<file path="src/hdl/program_space_pkg.sv">
package program_space_pkg;

  // widths of the address and data paths
  localparam int DATA_W = 16;
  localparam int PROG_W = 24;
  localparam int TBL_PAGE_W = 8;
  localparam int RD_PAGE_W = 10;
  localparam int WR_PAGE_W = 9;
  localparam int EXTRA_W = 2;

  // page register fields and the address window bit
  localparam int TBL_CFG_BIT = 7;
  localparam int RD_PROG_BIT = 9;
  localparam int RD_UPPER_BIT = 8;
  localparam int ADDR_WINDOW_BIT = 15;

  // reset values
  localparam logic [TBL_PAGE_W-1:0] TBL_PAGE_RST = 8'h00;
  localparam logic [RD_PAGE_W-1:0] RD_PAGE_RST = 10'h001;
  localparam logic [WR_PAGE_W-1:0] WR_PAGE_RST = 9'h001;
  localparam logic [PROG_W-1:0] PC_RST = 24'h00_0000;

  // program counter step per program word
  localparam logic [PROG_W-1:0] PC_STEP = 24'h00_0002;

  // extra instruction cycles of a window read
  localparam logic [EXTRA_W-1:0] EXTRA_NONE = 2'h0;
  localparam logic [EXTRA_W-1:0] EXTRA_MOVE = 2'h1;
  localparam logic [EXTRA_W-1:0] EXTRA_OTHER = 2'h2;

  // kinds of access presented by the core
  typedef enum logic [2:0] {
    K_DATA_RD,
    K_DATA_WR,
    K_TBL_RD_LO,
    K_TBL_RD_HI,
    K_TBL_WR_LO,
    K_TBL_WR_HI
  } access_kind_t;

endpackage

</file>
<file path="src/hdl/program_space_access.sv">
`timescale 1ns/1ps

// Functional notes
// - table page joined above effective address
// - table page bit 7 picks configuration space
// - table writes to configuration space refused
// - window read joins page low byte, address[14:0]
// - read page bit 8 picks upper word
// - window reads never reach configuration space
// - address bit 15 ignored, page bit 0 used
// - pages 0x200-0x3FF readable lower/upper words
// - page zero above 0x8000 traps
// - low word read, word mode passes P[15:0]
// - low byte mode picks byte by select
// - high word read zeroes phantom byte
// - high byte mode phantom byte reads zero
// - program counter steps by two, bit0 zero
// - window read costs one or two cycles
// - repeat loop window read cost rules
// - data address below 0x8000 ignores read and write pages
// - extended read address from 9 page bits
module program_space_access (
  // clock and reset
  input wire logic sys_clk,
  input wire logic rst_n,
  // page register writes from the core
  input wire logic tbl_page_we,
  input wire logic [program_space_pkg::TBL_PAGE_W-1:0] tbl_page_wdata,
  input wire logic rd_page_we,
  input wire logic [program_space_pkg::RD_PAGE_W-1:0] rd_page_wdata,
  input wire logic wr_page_we,
  input wire logic [program_space_pkg::WR_PAGE_W-1:0] wr_page_wdata,
  // page register contents
  output logic [program_space_pkg::TBL_PAGE_W-1:0] table_page_register,
  output logic [program_space_pkg::RD_PAGE_W-1:0] data_read_page_register,
  output logic [program_space_pkg::WR_PAGE_W-1:0] data_write_page_register,
  // program counter
  input wire logic pc_step,
  input wire logic pc_load,
  input wire logic [program_space_pkg::PROG_W-1:0] pc_target,
  output logic [program_space_pkg::PROG_W-1:0] fetch_addr,
  // access request from the core
  input wire logic req_valid,
  output logic req_ready,
  input wire program_space_pkg::access_kind_t req_kind,
  input wire logic [program_space_pkg::DATA_W-1:0] effective_address,
  input wire logic req_byte,
  input wire logic [program_space_pkg::DATA_W-1:0] req_wdata,
  // instruction context for cycle cost
  input wire logic instr_is_move,
  input wire logic rep_active,
  input wire logic rep_first,
  input wire logic rep_last,
  input wire logic rep_irq_exit,
  input wire logic rep_irq_reentry,
  // answer to the core
  output logic resp_done,
  output logic [program_space_pkg::DATA_W-1:0] resp_rdata,
  output logic addr_error_trap,
  output logic cfg_write_refused,
  // program flash side
  output logic prog_rd_en,
  output logic prog_wr_en,
  output logic prog_wr_upper,
  output logic prog_wr_byte,
  output logic prog_cfg_sel,
  output logic [program_space_pkg::PROG_W-1:0] prog_addr,
  output logic [program_space_pkg::DATA_W-1:0] prog_wdata,
  input wire logic [program_space_pkg::PROG_W-1:0] prog_rdata,
  // data memory side
  output logic data_rd_en,
  output logic data_wr_en,
  output logic data_wr_byte,
  output logic [program_space_pkg::PROG_W-1:0] data_addr,
  output logic [program_space_pkg::DATA_W-1:0] data_wdata,
  input wire logic [program_space_pkg::DATA_W-1:0] data_rdata
);
  import program_space_pkg::*;

  typedef enum logic [1:0] {
    S_IDLE,
    S_ACCESS,
    S_EXTRA,
    S_DONE
  } state_t;

  // byte lane steering shared by table and window reads
  function automatic logic [DATA_W-1:0] steer(input logic [DATA_W-1:0] word,
                                              input logic byte_mode,
                                              input logic byte_sel);
    logic [DATA_W-1:0] res;
    res = word;
    if (byte_mode) begin
      res = byte_sel ? {8'h00, word[15:8]} : {8'h00, word[7:0]};
    end
    return res;
  endfunction

  state_t state_q, state_d;
  logic [TBL_PAGE_W-1:0] tbl_page_q;
  logic [RD_PAGE_W-1:0] rd_page_q;
  logic [WR_PAGE_W-1:0] wr_page_q;
  logic [PROG_W-1:0] pc_q, pc_d;
  logic [EXTRA_W-1:0] extra_q, extra_d;
  access_kind_t kind_q;
  logic byte_q, bsel_q, win_q, upper_q;
  logic trap_q, refused_q;
  logic [DATA_W-1:0] rdata_q;
  logic prog_rd_q, prog_wr_q, prog_up_q, prog_byte_q, prog_cfg_q;
  logic [PROG_W-1:0] prog_addr_q, data_addr_q;
  logic [DATA_W-1:0] prog_wdata_q, data_wdata_q;
  logic data_rd_q, data_wr_q, data_byte_q;

  // request decode
  wire take = req_valid && (state_q == S_IDLE);
  wire hi_half = effective_address[ADDR_WINDOW_BIT];
  wire is_table = (req_kind != K_DATA_RD) && (req_kind != K_DATA_WR);
  wire is_tbl_wr = (req_kind == K_TBL_WR_LO) || (req_kind == K_TBL_WR_HI);
  wire is_tbl_hi = (req_kind == K_TBL_RD_HI) || (req_kind == K_TBL_WR_HI);
  wire tbl_cfg = tbl_page_q[TBL_CFG_BIT];
  wire rd_window = (req_kind == K_DATA_RD) && hi_half;
  wire win_prog = rd_window && rd_page_q[RD_PROG_BIT];
  wire win_upper = rd_page_q[RD_UPPER_BIT];

  // page zero in the upper half of data space is not backed by memory
  wire rd_trap = rd_window && (rd_page_q == '0);
  wire wr_trap = (req_kind == K_DATA_WR) && hi_half && (wr_page_q == '0);
  wire any_trap = rd_trap || wr_trap;
  wire refuse = is_tbl_wr && tbl_cfg;

  // program address forms
  wire [PROG_W-1:0] tbl_addr = {tbl_page_q, effective_address};
  // window path keeps bit 23 low so configuration space is unreachable
  wire [PROG_W-1:0] win_addr = {1'b0, rd_page_q[7:0], effective_address[14:0]};

  // data address forms; low half of data space bypasses both pages
  wire [PROG_W-1:0] low_addr = {8'h00, effective_address};
  wire [PROG_W-1:0] ext_rd_addr = {rd_page_q[8:0], effective_address[14:0]};
  wire [PROG_W-1:0] ext_wr_addr = {wr_page_q, effective_address[14:0]};

  // extra instruction cycles for a window read
  wire rep_edge = rep_first || rep_last || rep_irq_exit || rep_irq_reentry;
  wire [EXTRA_W-1:0] rep_cost = rep_edge ? EXTRA_OTHER : EXTRA_NONE;
  wire [EXTRA_W-1:0] plain_cost = instr_is_move ? EXTRA_MOVE : EXTRA_OTHER;
  wire [EXTRA_W-1:0] win_cost = rep_active ? rep_cost : plain_cost;

  // read steering from the sampled memories
  wire [DATA_W-1:0] prog_lo = prog_rdata[15:0];
  wire [DATA_W-1:0] prog_hi = {8'h00, prog_rdata[23:16]};
  wire tbl_rd_lo = (kind_q == K_TBL_RD_LO);
  wire tbl_rd_hi = (kind_q == K_TBL_RD_HI);
  wire [DATA_W-1:0] lo_data = steer(prog_lo, byte_q, bsel_q);
  // upper byte lane of a high read is the phantom byte, always zero
  wire [DATA_W-1:0] hi_data = steer(prog_hi, byte_q, bsel_q);
  wire [DATA_W-1:0] win_word = upper_q ? prog_hi : prog_lo;
  wire [DATA_W-1:0] win_data = steer(win_word, byte_q, bsel_q);
  wire [DATA_W-1:0] rd_sel = tbl_rd_lo ? lo_data :
                             tbl_rd_hi ? hi_data :
                             win_q ? win_data : data_rdata;
  wire capture = (state_q == S_ACCESS) && (prog_rd_q || data_rd_q);

  // program counter next value, bit 0 held low
  wire [PROG_W-1:0] pc_inc = pc_q + PC_STEP;
  assign pc_d = pc_load ? {pc_target[PROG_W-1:1], 1'b0} :
                pc_step ? {pc_inc[PROG_W-1:1], 1'b0} : pc_q;

  // page registers
  always_ff @(posedge sys_clk or negedge rst_n) begin
    if (!rst_n) begin
      tbl_page_q <= TBL_PAGE_RST;
      rd_page_q <= RD_PAGE_RST;
      wr_page_q <= WR_PAGE_RST;
    end else begin
      if (tbl_page_we) begin
        tbl_page_q <= tbl_page_wdata;
      end
      if (rd_page_we) begin
        rd_page_q <= rd_page_wdata;
      end
      if (wr_page_we) begin
        wr_page_q <= wr_page_wdata;
      end
    end
  end

  // program counter
  always_ff @(posedge sys_clk or negedge rst_n) begin
    if (!rst_n) begin
      pc_q <= PC_RST;
    end else begin
      pc_q <= pc_d;
    end
  end

  // sequencing: take, one access cycle, extra cycles, answer
  always_comb begin
    state_d = state_q;
    extra_d = extra_q;
    case (state_q)
      S_IDLE: begin
        if (take) begin
          // a trapped or refused access skips memory entirely
          state_d = (any_trap || refuse) ? S_DONE : S_ACCESS;
          extra_d = win_prog ? win_cost : EXTRA_NONE;
        end
      end
      S_ACCESS: begin
        state_d = (extra_q == EXTRA_NONE) ? S_DONE : S_EXTRA;
      end
      S_EXTRA: begin
        extra_d = extra_q - 2'h1;
        if (extra_q == 2'h1) begin
          state_d = S_DONE;
        end
      end
      S_DONE: begin
        state_d = S_IDLE;
      end
      default: begin
        state_d = S_IDLE;
      end
    endcase
  end

  always_ff @(posedge sys_clk or negedge rst_n) begin
    if (!rst_n) begin
      state_q <= S_IDLE;
      extra_q <= EXTRA_NONE;
    end else begin
      state_q <= state_d;
      extra_q <= extra_d;
    end
  end

  // request context held for the steering stage
  always_ff @(posedge sys_clk or negedge rst_n) begin
    if (!rst_n) begin
      kind_q <= K_DATA_RD;
      byte_q <= 1'b0;
      bsel_q <= 1'b0;
      win_q <= 1'b0;
      upper_q <= 1'b0;
    end else if (take) begin
      kind_q <= req_kind;
      byte_q <= req_byte;
      bsel_q <= effective_address[0];
      win_q <= win_prog;
      upper_q <= win_upper;
    end
  end

  // one-cycle event flags, raised for the answer cycle only
  always_ff @(posedge sys_clk or negedge rst_n) begin
    if (!rst_n) begin
      trap_q <= 1'b0;
      refused_q <= 1'b0;
    end else begin
      trap_q <= take && any_trap;
      refused_q <= take && refuse;
    end
  end

  // program flash strobes, one cycle wide
  always_ff @(posedge sys_clk or negedge rst_n) begin
    if (!rst_n) begin
      prog_rd_q <= 1'b0;
      prog_wr_q <= 1'b0;
      prog_up_q <= 1'b0;
      prog_byte_q <= 1'b0;
      prog_cfg_q <= 1'b0;
      prog_addr_q <= '0;
      prog_wdata_q <= '0;
    end else begin
      prog_rd_q <= take && !any_trap && (win_prog || (is_table && !is_tbl_wr));
      prog_wr_q <= take && is_tbl_wr && !refuse;
      if (take) begin
        prog_up_q <= is_tbl_hi;
        prog_byte_q <= req_byte;
        prog_cfg_q <= is_table && tbl_cfg;
        prog_addr_q <= is_table ? tbl_addr : win_addr;
        prog_wdata_q <= req_wdata;
      end
    end
  end

  // data memory strobes; trapped accesses never reach memory
  always_ff @(posedge sys_clk or negedge rst_n) begin
    if (!rst_n) begin
      data_rd_q <= 1'b0;
      data_wr_q <= 1'b0;
      data_byte_q <= 1'b0;
      data_addr_q <= '0;
      data_wdata_q <= '0;
    end else begin
      data_rd_q <= take && (req_kind == K_DATA_RD) && !win_prog && !rd_trap;
      data_wr_q <= take && (req_kind == K_DATA_WR) && !wr_trap;
      if (take) begin
        data_byte_q <= req_byte;
        data_wdata_q <= req_wdata;
        if (!hi_half) begin
          data_addr_q <= low_addr;
        end else if (req_kind == K_DATA_WR) begin
          data_addr_q <= ext_wr_addr;
        end else begin
          data_addr_q <= ext_rd_addr;
        end
      end
    end
  end

  // read data captured at the end of the access cycle
  always_ff @(posedge sys_clk or negedge rst_n) begin
    if (!rst_n) begin
      rdata_q <= '0;
    end else if (take) begin
      rdata_q <= '0;
    end else if (capture) begin
      rdata_q <= rd_sel;
    end
  end

  // outputs
  assign req_ready = (state_q == S_IDLE);
  assign resp_done = (state_q == S_DONE);
  assign resp_rdata = rdata_q;
  assign addr_error_trap = trap_q;
  assign cfg_write_refused = refused_q;
  assign table_page_register = tbl_page_q;
  assign data_read_page_register = rd_page_q;
  assign data_write_page_register = wr_page_q;
  assign fetch_addr = {1'b0, pc_q[22:1], 1'b0};
  assign prog_rd_en = prog_rd_q;
  assign prog_wr_en = prog_wr_q;
  assign prog_wr_upper = prog_up_q;
  assign prog_wr_byte = prog_byte_q;
  assign prog_cfg_sel = prog_cfg_q;
  assign prog_addr = prog_addr_q;
  assign prog_wdata = prog_wdata_q;
  assign data_rd_en = data_rd_q;
  assign data_wr_en = data_wr_q;
  assign data_wr_byte = data_byte_q;
  assign data_addr = data_addr_q;
  assign data_wdata = data_wdata_q;

endmodule

</file>
<file path="config.mk">
export PLATFORM = sky130hd
export DESIGN_NAME = program_space_access
export DESIGN_NICKNAME = d
export VERILOG_FILES = /design/src/hdl/program_space_pkg.sv /design/src/hdl/program_space_access.sv
export SDC_FILE = /design/constraint.sdc
export NUM_CORES = 1
export LEC_CHECK = 0
export BUFFER_PORTS_ARGS = -buffer_cell sky130_fd_sc_hd__buf_2
export CAP_MARGIN = 20
export CORE_AREA = 5 5 136 138
export CTS_CLUSTER_DIAMETER = 100
export DETAILED_ROUTE_END_ITERATION = 10
export DIE_AREA = 0 0 141 143
export PLACE_DENSITY = 0.76
export REMOVE_ABC_BUFFERS = 1
export SYNTH_ARGS = -nofsm -noshare
export SYNTH_HDL_FRONTEND = slang
export SYNTH_SLANG_ARGS = --single-unit
</file>
<file path="constraint.sdc">
create_clock -name sys_clk -period 3.25 [get_ports sys_clk]
set_input_delay 0.325 -clock sys_clk [delete_from_list [all_inputs] [get_ports sys_clk]]
set_output_delay 0.325 -clock sys_clk [all_outputs]
set_load 0.05 [all_outputs]
</file>
==> qor.csv <==
metric;value;unit
run status;finished clean;
ANT cells;0;
number of global-route vias before repair;6206;
crit path max-delay cell type;dfrtp_1;
# fillers;1566;
total of warnings raised by yosys;0;
nets;1118;
largest cells by area after synthesis;dfrtp_1 48%, nand2_1 10%, o21ai_0 5.3%;
worst reg-to-reg path cell count;7;
cell with the most instances after synthesis;nand2_1;
worst hold slack;99.3;ps
Yosys reg bits;131;
proportion of layout cells with a drive suffix above 1;0.386;
clk root buf;clkbuf_16;
drt total wl;20.0;mm
Peak Freq;0.463;GHz
Overall Global Routing Usage;0.196;
CP max stage delay;440;ps
Final Max Tran Viols;0;
Initial Util;0.393;
register area;3280;µm²
GR Overflow Total;0;
largest net degree at the start of global routing;73;
DR top layer;met4;
internal power;4430;µW
startpoint types;flip-flop;
wire length per cell;16.6;µm
CTS hold repair buffers;1;
Num CTS Buffers;17;
first-pass GRT wire length;32.1;mm
Setup Viol. Count Final;0;
Post-synth EDFFs;0;
Leak Pwr;0.00446;µW
cell area after synthesis;6710;µm²
# IOs;300;
final hold violations;0;
Setup CP Type;reg2reg;
HPWL Detailed;14.5;mm
post-route design area;8750;µm²
post-CTS setup buffers;0;
cell taking the most area after synthesis;dfrtp_1;
net switching fraction of the power;0.513;
post-synth top area share;0.481;
post-synthesis sequential area ratio;0.489;
critical path capture point type;flip-flop;
Core Area;17100;µm²
drt pass-1 iters;5;
Vias/cell;5.16;
Slew @ Worst Pin;737;ps
Placer Congestion;0.834;
Setup TNS;0;ps
DRT antenna net count;0;
Synth Area per Inst;9.27;µm²
Met1 Routed Length;8.35;mm
via count;6225;
count of cell types in the netlist;50;
clock share of power;0.225;
drt drc;0;
Hold WC Path Type;in2reg;
placed cell areas;8110;µm²
Worst slew margin;0.509;
Tcrit/Tclk final;0.665;
synth cell count leaders;182 x nand2_1, 129 x dfrtp_1, 71 x o21ai_0;
Die Area;20200;µm²
Row Count;48;
clk sinks;131;
VDD IR-drop max;0.726;mV
Period minus WS final;2160;ps
Die Wd;141;µm
CP required;3530;ps
skew final;8.50;ps
DIE HEIGHT;143;µm
I/O Buffers;295;
antenna violations before repair;0;
Seq pwr share;0.291;
critical path fanouts, max;34;
Multi-input gate area;2960;µm²
clock-pin transition on the worst setup and hold timing paths;60;ps
pwr dens;1040;nW/µm²
hold depth;3;
H-tree lvl count;4;
Max clock buf depth;2;
Critical Path AT;2440;ps
Max-Cap Viols;0;
crit-path cells;inv_1, ha_1, and2_2, buf_4, nor4_1, o21ai_0, o211ai_1;
worst skew pair latency;420;ps
Switch Pwr;4680;µW
P&R area growth vs syn;30.5;%
Mapped Cells;723;
Post-synth ARST share;1.00;
post_cts resized;0;
met3 WL;1.83;mm
1st-iter DRT viols;337;
met2 routed WL;9.40;mm
RSZ-0062 raised after global routing;no;
CTS tree;built;
Gate power share;0.484;
predominant post-synthesis flop cell;dfrtp_1;
## cells in the final DEF (no fill, tap or decap), drive strengths merged, types with 2 or more instances in the layout
| master | n |
|---|---|
| a21bo | 8 |
| a21oi | 21 |
| a22oi | 10 |
| a31oi | 2 |
| and2 | 2 |
| and3 | 11 |
| and4 | 3 |
| buf | 302 |
| bufinv | 4 |
| clkbuf | 17 |
| clkinv | 5 |
| clkinvlp | 2 |
| conb | 2 |
| dfrtp | 129 |
| dfstp | 2 |
| ha | 8 |
| inv | 14 |
| mux2 | 28 |
| mux2i | 24 |
| nand2 | 182 |
| nand2b | 3 |
| nand3 | 20 |
| nand4 | 11 |
| nor2 | 22 |
| nor2b | 6 |
| nor3 | 5 |
| nor3b | 2 |
| nor4 | 22 |
| nor4b | 2 |
| o211ai | 8 |
| o21a | 3 |
| o21ai | 72 |
| o22a | 2 |
| o22ai | 2 |
| or3 | 2 |
| xnor2 | 10 |
| xor2 | 6 |
## worst paths after layout
kind,slack (ps),end,startpoint
max,1090,resp_rdata[3],state_q[0]
min in group asynchronous,420,resp_rdata[8],rst_n
max reg2reg,1090,resp_rdata[3],state_q[0]
min,100,prog_addr[9],effective_address[9]
min reg2reg,470,prog_addr[22],prog_addr[22]
max in group asynchronous,2040,prog_addr[12],rst_n
## cell type report
cell class / instances / share of cell area
multi-input cells: 506 / 0.339
repair buffers: 303 / 0.178
flip-flops and latches: 131 / 0.375
inverters: 10 / 0.00429
clock buffers: 17 / 0.0486
well taps: 225 / 0.0322
clock inverters: 15 / 0.0232
## layer usage
metal | global-route usage | vias up
li1 | - | 2959
met1 | 0.250 | 2956
met2 | 0.322 | 284
met3 | 0.0573 | 26
met4 | 0.0683 | 0
met5 | 0 | -
## cell families (layout without fill, tap and decap cells)
kind of cell,count (synthesis),after routing,synth area share
simple gates,294,294,0.202
compound gates,134,134,0.119
flops,131,131,0.489
buf+inv,87,345,0.0698
mux,52,52,0.0829
xor+xnor,16,16,0.0209
fa+ha+maj,8,8,0.0149
other cells,1,2,0.000559
## power groups by stage
stage / logic (µW) / clock network [µW] / registers, µW
after floorplan: 1030 / 0 / 4810
after global placement: 4390 / 0 / 2650
after detailed placement: 4440 / 0 / 2670
after CTS: 4450 / 2100 / 2650
after global routing: 4690 / 2180 / 2740
final: 4410 / 2050 / 2650
## critical path: cells and delay by family (launching register included)
kind                       cells  cell delay, ps
adders and majority gates      1             270
buffers and inverters          2             550
and+or+nand+nor                2             540
DFF                            1             440
AOI/OAI and AO/OA              2             220
## state kept, by name, indices dropped and copies added, names as in the netlist, 2 cells and up
name	cells
extra_q	2
kind_q	3
data_wdata	16
data_write_page_register	9
state_q	2
data_addr	9
table_page_register	8
prog_addr	23
pc_q	22
data_read_page_register	10
resp_rdata	16
## stage by stage
step	std cells	utilization	setup slack (ps)	total power (µW)
2_1_floorplan	647	-	213	5840
3_3_place_gp	1174	0.476	1100	7030
3_5_place_dp	1174	0.476	1080	7110
4_1_cts	1207	0.513	1070	9200
5_1_grt	1207	0.513	811	9600
6_report	1207	0.513	1090	9110
Note: power is estimated with default switching activity, not from simulation.
